===== src/design/autozero_pkg.sv =====
package autozero_pkg;
  // serial frame edges, counted as falling serial clock edges from 1
  localparam logic [5:0] MUX_EDGE = 6'h0d;
  localparam logic [5:0] START_EDGE = 6'h20;
  localparam logic [4:0] CFG_BITS = 5'h0d;
  // channel, mode and ratio fields of the configuration word
  localparam int CH_W = 3;
  localparam int CH_POS = 0;
  localparam int MODE_POS = 3;
  localparam int OSR_POS = 4;
  localparam int OSR_W = 4;
  // modulator cycles per half-conversion for the smallest ratio
  localparam logic [23:0] HALF_BASE = 24'h00_0040;
  localparam int DATA_W = 24;
  // clock and settle time
  localparam int CLK_PERIOD_PS = 4000;
  localparam int SETTLE_US = 50;
  localparam int SETTLE_CYCLES =
    (SETTLE_US * 1000000 + CLK_PERIOD_PS - 1) / CLK_PERIOD_PS;
  // reset values
  localparam logic [CH_W-1:0] CH_RESET = 3'h0;
  localparam logic [23:0] ZERO24 = 24'h00_0000;
  typedef enum logic [5:0] {
    ST_IDLE   = 6'b00_0001,
    ST_FRAME  = 6'b00_0010,
    ST_HALF1  = 6'b00_0100,
    ST_SETTLE = 6'b00_1000,
    ST_HALF2  = 6'b01_0000,
    ST_DONE   = 6'b10_0000
  } state_t;
endpackage : autozero_pkg


===== src/design/autozero_mux_sequencer.sv =====
`timescale 1ns/1ps
module autozero_mux_sequencer
  import autozero_pkg::*;
#(
  parameter int SETTLE_COUNT = SETTLE_CYCLES
) (
  input wire logic ref_clk,
  input wire logic rst_n,
  input wire logic sclk,
  input wire logic cs_n,
  input wire logic sdi,
  input wire logic mod_bit,
  output logic [CH_W-1:0] buffer_a_input,
  output logic [CH_W-1:0] buffer_b_input,
  output logic converting,
  output logic half_done,
  output logic result_valid,
  output logic [DATA_W-1:0] result,
  output logic busy
);
  // *************************************************************
  // overview
  // *************************************************************
  // the serial pins come from the host's clock domain, so each one
  // runs through at least two flip-flops before any logic looks at it.
  // a falling serial clock edge is found between stages two and
  // three, and the data bit taken with it is read from stage three,
  // so the bit and the edge are always seen as one pair.
  //
  // the frame counter counts falling edges from one. the first
  // thirteen bits form the configuration word, msb first; the
  // thirteenth bit is merged into the word in the same cycle in
  // which the mux is set, so the channel field is never one bit
  // short.
  //
  // the conversion proper starts at edge thirty-two. that leaves the
  // gap after the channel switch for the buffers to slew, which is
  // the whole point of switching early.
  //
  // each half-conversion takes one modulator bit per cycle into a
  // signed accumulator. the result is first half minus second half,
  // and since the pair is reversed between the halves, any offset
  // that both halves share drops out of the result.
  //
  // limitation: the modulator itself is outside this block; we only
  // see its bit stream, so a stuck stream gives a zero result.
  //
  // in 2x mode an idle settle span sits between the halves. it costs
  // output rate but keeps slew out of the second half. the span is
  // a parameter so a bench can shorten it.
  //
  // after the second half the pair is reversed once more, back to
  // the forward polarity of the same channel, on the guess that the
  // next frame converts that channel again. a frame that names
  // another channel then moves the mux at edge thirteen.
  //
  // a frame cut short before edge thirty-two starts nothing and
  // leaves the mux where it stands.

  // *************************************************************
  // state
  // *************************************************************
  typedef struct packed {
    logic [2:0] sclk_s;
    logic [2:0] cs_s;
    logic [2:0] sdi_s;
    logic [2:0] mod_s;
    state_t st;
    logic [5:0] edge_cnt;
    logic [12:0] shift;
    logic [CH_W-1:0] sel_ch;
    logic two_x;
    logic [OSR_W-1:0] oversample_ratio;
    logic [CH_W-1:0] cur_ch;
    logic [CH_W-1:0] ina;
    logic [CH_W-1:0] inb;
    logic [23:0] half_cnt;
    logic [23:0] settle_cnt;
    logic [DATA_W-1:0] acc;
    logic [DATA_W-1:0] first_half;
    logic [DATA_W-1:0] res;
    logic res_v;
    logic hdone;
  } state_s_t;

  state_s_t r;
  state_s_t next_r;

  logic fall;
  logic sdi_lvl;
  logic [12:0] word;
  logic frame_on;
  logic [23:0] half_len;
  logic [DATA_W-1:0] step;

  // *************************************************************
  // combinational next state
  // *************************************************************
  always_comb begin
    next_r = r;
    next_r.res_v = 1'b0;
    next_r.hdone = 1'b0;
    // three-stage sync, level read from stage three, falling edge where stage three is high and stage two low
    next_r.sclk_s = {r.sclk_s[1:0], sclk};
    next_r.cs_s = {r.cs_s[1:0], cs_n};
    next_r.sdi_s = {r.sdi_s[1:0], sdi};
    next_r.mod_s = {r.mod_s[1:0], mod_bit};
    fall = (r.sclk_s[2] & ~r.sclk_s[1]);
    sdi_lvl = r.sdi_s[2];
    // word including the bit taken on this edge
    word = {r.shift[11:0], sdi_lvl};
    frame_on = ~r.cs_s[2];
    half_len = HALF_BASE << r.oversample_ratio;
    // modulator bit weighs +1/-1 on the accumulator
    step = r.mod_s[2] ? 24'h00_0001 : 24'hff_ffff;
    unique case (r.st)
      ST_IDLE, ST_DONE: begin
        if (frame_on) begin
          next_r.st = ST_FRAME;
          next_r.edge_cnt = 6'h00;
        end
      end
      ST_FRAME: begin
        if (!frame_on) begin
          // aborted frame leaves the mux as it stands
          next_r.st = ST_IDLE;
        end else if (fall) begin
          next_r.edge_cnt = r.edge_cnt + 6'h01;
          if (r.edge_cnt < {1'b0, CFG_BITS}) begin
            next_r.shift = word;
          end
          if (r.edge_cnt + 6'h01 == MUX_EDGE) begin
            // word is complete here, apply pair unless already applied
            next_r.sel_ch = word[CH_POS +: CH_W];
            next_r.two_x = word[MODE_POS];
            next_r.oversample_ratio = word[OSR_POS +: OSR_W];
            if (word[CH_POS +: CH_W] != r.cur_ch ||
                r.ina != r.cur_ch) begin
              next_r.ina = word[CH_POS +: CH_W];
              next_r.inb = word[CH_POS +: CH_W] ^ 3'h1;
            end
            next_r.cur_ch = word[CH_POS +: CH_W];
          end
          if (r.edge_cnt + 6'h01 == START_EDGE) begin
            next_r.st = ST_HALF1;
            next_r.half_cnt = ZERO24;
            next_r.acc = ZERO24;
          end
        end
      end
      ST_HALF1: begin
        next_r.acc = r.acc + step;
        next_r.half_cnt = r.half_cnt + 24'h00_0001;
        if (r.half_cnt + 24'h00_0001 == half_len) begin
          // midpoint: reverse the pair
          next_r.ina = r.inb;
          next_r.inb = r.ina;
          next_r.first_half = r.acc + step;
          next_r.hdone = 1'b1;
          next_r.half_cnt = ZERO24;
          next_r.acc = ZERO24;
          next_r.settle_cnt = ZERO24;
          next_r.st = r.two_x ? ST_SETTLE : ST_HALF2;
        end
      end
      ST_SETTLE: begin
        // buffers settle before the second half in 2x mode
        next_r.settle_cnt = r.settle_cnt + 24'h00_0001;
        if (r.settle_cnt + 24'h00_0001 >= SETTLE_COUNT[23:0]) begin
          next_r.st = ST_HALF2;
        end
      end
      ST_HALF2: begin
        next_r.acc = r.acc + step;
        next_r.half_cnt = r.half_cnt + 24'h00_0001;
        if (r.half_cnt + 24'h00_0001 == half_len) begin
          next_r.res = r.first_half - (r.acc + step);
          next_r.res_v = 1'b1;
          // back to the forward polarity, same channel
          next_r.ina = r.inb;
          next_r.inb = r.ina;
          next_r.st = ST_DONE;
        end
      end
      default: next_r.st = ST_IDLE;
    endcase
  end

  // *************************************************************
  // registers
  // *************************************************************
  always_ff @(posedge ref_clk) begin
    if (!rst_n) begin
      r <= '0;
      r.sclk_s <= 3'h0;
      r.cs_s <= 3'h7;
      r.st <= ST_IDLE;
      r.cur_ch <= CH_RESET;
      r.ina <= CH_RESET;
      r.inb <= CH_RESET ^ 3'h1;
    end else begin
      r <= next_r;
    end
  end

  // *************************************************************
  // outputs, straight from flip-flops except converting and busy, which OR state bits
  // *************************************************************
  assign buffer_a_input = r.ina;
  assign buffer_b_input = r.inb;
  assign converting = r.st[2] | r.st[4];
  assign half_done = r.hdone;
  assign result_valid = r.res_v;
  assign result = r.res;
  assign busy = r.st[2] | r.st[3] | r.st[4];
endmodule : autozero_mux_sequencer


===== config.mk =====
export PLATFORM = sky130hd
export DESIGN_NAME = autozero_mux_sequencer
export DESIGN_NICKNAME = d
export VERILOG_FILES = /design/src/design/autozero_pkg.sv /design/src/design/autozero_mux_sequencer.sv
export SDC_FILE = /design/constraint.sdc
export NUM_CORES = 1
export LEC_CHECK = 0
export ABC_AREA = 1
export BUFFER_PORTS_ARGS = -buffer_cell sky130_fd_sc_hd__buf_2
export CORE_AREA = 10 10 208 210
export CTS_CLUSTER_SIZE = 10
export DETAILED_ROUTE_END_ITERATION = 8
export DIE_AREA = 0 0 218 220
export PLACE_DENSITY_LB_ADDON = 0.1
export SLEW_MARGIN = 20
export SYNTH_ARGS = -nofsm -noshare
export SYNTH_HDL_FRONTEND = slang
export SYNTH_SLANG_ARGS = --single-unit

===== constraint.sdc =====
create_clock -name ref_clk -period 4.4 [get_ports ref_clk]
set_clock_uncertainty 0.1 [all_clocks]
set_input_delay 0.22 -clock ref_clk [delete_from_list [all_inputs] [get_ports ref_clk]]
set_output_delay 0.22 -clock ref_clk [all_outputs]
set_load 0.02 [all_outputs]

Word-level counts from Yosys, hierarchy flattened

Cells that the tools add are included.
W data, S select, Z words.

Equal/unequal tests: 22
Multiply operators: 0
Div/mod/pow operators: 0
Mux-type cells: 25
Shift-type cells: 1
Reduce and logical (&&, ||, !) cells: 16
Order comparisons: 2
Add/sub/neg operators: 5
Bitwise gates (word level): 7

Operators by type and width:

| operator                | count |
|---|---|
| $mux W102               | 1 |
| $mux W24                | 4 |
| $pmux W30 S3            | 1 |
| $pmux W24 S3            | 1 |
| $mux W66                | 1 |
| $mux W60                | 1 |
| $add A24 B1 Y24 const B | 2 |
| $pmux W24 S2            | 1 |
| $mux W6                 | 7 |
| $pmux W6 S5             | 1 |
| $add A24 B24 Y24        | 1 |
| $eq A24 B24 Y1          | 1 |
| $ge A24 B14 Y1 const B  | 1 |
| $shl A7 B4 Y24 const A  | 1 |
| $sub A24 B24 Y24        | 1 |
| $ne A2 B2 Y1 const B    | 9 |
| $mux W17                | 1 |
| $reduce_and A4 Y1       | 4 |
| $mux W13                | 1 |
| $eq A6 B4 Y1 const B    | 2 |
| $eq A6 B6 Y1 const B    | 2 |
| $mux W12                | 1 |
| $pmux W6 S2             | 1 |
| $reduce_and A2 Y1       | 5 |
| 19 further kinds        | 27 |

Bits in registers: 173
ROM bits: 0
Latch bits: 0
Memories: 0
Memory bits (writable): 0

Depth between registers and ports, before layout

Depth in word-level cells: 7
Gate-level depth with buffers: 26

Least setup slack after synthesis

OpenSTA, ideal clock, no wires.

Path type: register to register
Start: reg r[166] in the netlist's numbering
End: reg r (netlist bit result[16])
Required time: 4191 ps
Slack: 759 ps
Library setup time: 109 ps
Arrival: 3433 ps
Stages on the path, launching flop included: 25
Cells stage by stage: dfxtp_1 > inv_1 > ha_1 > clkbuf_1 > or2_2 > nand3_1 > nand2_1 > xor2_1 > inv_1 > ha_1 > inv_1 > nor3_1 > nand2_1 > o211ai_1 > nand2_1 > nand3_1 > nand2_1 > inv_1 > a21o_1 > nand2_1 > nand2_1 > xor2_1 > nand2_1 > nand2_1 > inv_1

Word-level cells in the longest chain between the ends: 3

RTL lines:

| item                   | RTL line                      | source |
|---|---|---|
| from (decl)            | autozero_mux_sequencer.sv:86  | `state_s_t r;` |
| from (signal assigned) | autozero_mux_sequencer.sv:202 | `r <= next_r;` |
| $mux W24               | autozero_mux_sequencer.sv:115 | `step = r.mod_s[2] ? 24'h00_0001 : 24'hff_ffff;` |
| $add A24 B24 Y24       | autozero_mux_sequencer.sv:177 | `next_r.res = r.first_half - (r.acc + step);` |
| $sub A24 B24 Y24       | autozero_mux_sequencer.sv:177 |  |

No other way between the ends.
A chain may end at the register's enable or synchronous reset.

Worst setup path after layout

Start: reg r[166] in the netlist's numbering
End: reg r (netlist bit result[19])

Same word-level chain as after synthesis.

==> results.md <==
- CP Launch Type: register
- HPWL Detailed: 27.4 mm
- Most common cell in the netlist: nand2_1
- Clock transition at path regs: 0.07 ns
- Async SR Flop Fraction: 0%
- First-pass GRT wire length: between 50 and 60 mm
- Routed wire length: 35.7 mm
- Layout cells sized above 1: 6.45%
- Final antenna diode count: 0
- Max Slew Vio Count: 0
- Fin crit share: 87.5%
- Combinational share of power: under 10%
- Worst-case reg-to-reg path depth: 23
- Tightest Pin Transition: 0.947 ns
- Root Driver: clkbuf_16
- Unrepaired setup endpoints after global routing: no
- RR Startpoint: r[166]$_SDFF_PN0_
- Predominant post-synthesis flop cell: dfxtp_1
- Critical-path maximum fanout: 11
- Fmax achieved: 260 MHz
- Vias/cell: 4.56
- Antenna Nets Post-Route: 0
- Antenna violations before repair: 0
- Sequential power share: 45.1%
- Synthesized cell area: 0.0116 sq mm
- VDD IR-drop max: 0.234 mV
- Pwr/cell area: 269 mW/mm^2
- Crit Path Class: reg2reg
- # clock sinks: 167
- Internal Power: 2.43 mW
- Layout net count: 1957
- Pleak: roughly 6.3 nW
- Top cells by count, synth: nand2_1 (605), inv_1 (297), dfxtp_1 (167)
- Core area: 0.0393 sq mm
- Critical Path RT: 4.66 ns
- Synth area leader: dfxtp_1
- Post-CTS setup buffer count: 0
- Clk pwr share: 45.4%
- Outcome: finished, final reports clean
- Initial Util: between 20% and 30%
- Top cell type's share of synthesized area: 28.8%
- Relative slew slack: 36.6%
- Syn Nets: approximately 2.0k
- HP Class: in2reg
- Finished Cell Area: 0.0127 sq mm
- Register-to-Register Setup Slack: 0.55 ns
- Buffers added on ports: 39
- Register area share after synthesis: between 20 and 30%
- Post-Syn Instances: 1913
- Vias after detailed routing: 11.2k
- Remaining DRCs: 0
- Arr. time, crit path: 4.11 ns
- Hold Fails Final Rpt: 0
- Die area: 0.0480 sq mm
- Crit path capture type: register
- CTS max path bufs: 2
- TNS Setup: 0 ns
- Starting DRC count in detailed routing: approximately 550
- Sw Ratio: between 20% and 30%
- Hold EP: r[55]$_SDFFE_PN0P_
- WL/cell: 14.6 microns
- Syn-to-layout area delta: 9.75%
- FP Rows: 73
- I/O pin total: 40
- Grt ovf: 0
- Die W: 218 microns
- Reg-to-Reg End: result[19]$_SDFFE_PN0P_
- Synth Area per Inst: 6.06 sq um
- Maxcap violations: 0
- H-tree depth: 4
- Gp weighted congestion: 0.894
- Total GRT Usage: about 15%
- Yosys warns: 0
- Synth Register Bits: 167
- Synth unique cells: 44
- Worst skew pair latency: 0.46 ns
- WHS Path Cells: 3
- Dpl cell area: 0.0121 sq mm
- Vert. Die Dim: 220 microns
- Pin count of the biggest net entering global routing: 61
- FILL cells: 4482
- Hold Crit Start: rst_n
- Psw: 0.985 mW
- First-pass DRT Iterations: 4
- TritonCTS Buffers: 17
- Vias in the first global route: 10.7k
- Fin crit period: 3.85 ns
- Area contributors post-synth: dfxtp_1 (29%), nand2_1 (20%), inv_1 (9.6%)
- CTS tree: yes
- # setup viols final: 0
- Post-synth EDFFs: 0
-- layer usage --
layer	global-route usage, %	share of wire [%]	wire [microns]	vias to the layer above
met2	26.1	48	17200	135
met1	18.6	47	16900	5037
met4	4.98	1.9	673	0
li1	-	-	-	5963
met3	2.81	2.8	984	29
met5	0	0	0	-
-- critical path, cell delays in order (launching register included) --
cell and delay, ns:
dfxtp_1 0.38, inv_1 0.16, buf_4 0.22, ha_1 0.34, nand2_1 0.14, inv_1 0.05, nand2_1 0.06, nand2_1 0.06
o21bai_1 0.20, xnor2_1 0.21, ha_1 0.38, nand2_1 0.08, nor2_1 0.17, nand3_1 0.11, nand3_1 0.12, nand3_1 0.10
a21boi_1 0.23, nand2_1 0.08, nand2_1 0.13, nand3_1 0.11, nand3_1 0.09, nand2_1 0.05, nor2_1 0.10, nor2_1 0.05
-- how the worst max path moves through the flow --
stage,start,endpoint,slack (ns),depth (start not counted)
floorplan,r[166]$_SDFF_PN0_,result[16]$_SDFFE_PN0P_,0.76,24
global placement,r[50]$_SDFFE_PN0P_,result[19]$_SDFFE_PN0P_,0.50,21
detailed placement,r[166]$_SDFF_PN0_,result[19]$_SDFFE_PN0P_,0.44,23
CTS,r[166]$_SDFF_PN0_,result[19]$_SDFFE_PN0P_,0.41,23
global route,r[166]$_SDFF_PN0_,result[19]$_SDFFE_PN0P_,0.11,24
finish,r[166]$_SDFF_PN0_,result[19]$_SDFFE_PN0P_,0.55,23
-- metrics by stage --
stage,setup WS (ns),power [mW],cells,hold WS (ns),util [%]
2_1_floorplan,0.759,1.80,1913,0.218,-
3_3_place_gp,0.499,1.90,2412,0.297,30.8
3_5_place_dp,0.435,1.90,2412,0.300,30.8
4_1_cts,0.406,3.49,2448,0.0564,32.4
5_1_grt,0.113,3.59,2448,0.0818,32.4
6_report,0.550,3.42,2448,0.0783,32.4
-- kinds of logic after synthesis --
| group | after synthesis | share of synthesized area (%) |
|---|---|---|
| AND/OR/NAND/NOR | 1009 | 36.6 |
| buffers and inverters | 386 | 13.9 |
| AO/OA/AOI/OAI | 249 | 11.5 |
| flip-flops | 167 | 28.8 |
| XOR/XNOR | 61 | 4.61 |
| adder cells (fa/ha/maj) | 41 | 4.55 |
-- sequential cells by signal, summed over array words and instances (netlist names) --
name,cells
buffer_b_input,3
half_done,1
result,24
result_valid,1
next_r,8
r,127
buffer_a_input,3
-- repair_timing --
item / 4_1_cts / 5_1_grt
endpoints found under the hold margin: 4 / 0
endpoints found under the setup margin: 0 / 1
resized for setup: 0 / 1
hold buffers: 4 / 0
-- layout make-up --
type / count / area (sq um) / area share [%]
Timing Repair Buffer: 56 / 335 / 2.64
Sequential cell: 167 / 3340 / 26.3
Clock inverter: 13 / 140 / 1.10
Multi-Input combinational cell: 1360 / 6650 / 52.3
Clock buffer: 19 / 443 / 3.48
Tap cell: 525 / 657 / 5.16
Inverter: 308 / 1160 / 9.09
-- cell usage in the layout (no fill, tap or decap), types with 3 or more instances in the layout --
cell,count
nor2_2,4
inv_1,297
dfxtp_1,167
o31ai_1,3
buf_4,14
nor2_1,157
inv_6,4
a31oi_1,3
nand2_2,6
nand3_1,147
inv_2,9
ha_1,39
o21ai_0,79
nor4_1,4
clkbuf_16,17
a21oi_1,133
nor3_1,23
a21o_1,3
nand2_1,605
nand4_1,30
dlygate4sd3_1,4
or2_2,11
clkinvlp_4,3
o21bai_1,9
xor2_1,44
o21ai_1,5
o21a_1,8
nor3_2,3
xnor2_1,17
nand3b_1,9
buf_2,38
-- power groups by stage --
stage | clock [mW] | sequential (mW) | combinational [mW]
after global routing | 1.68 | 1.54 | 0.369
after CTS | 1.62 | 1.54 | 0.328
after global placement | 0 | 1.58 | 0.325
after floorplan | 0 | 1.57 | 0.229
after detailed placement | 0 | 1.58 | 0.324
final | 1.55 | 1.54 | 0.323
Note: power is estimated with default switching activity, not from simulation.
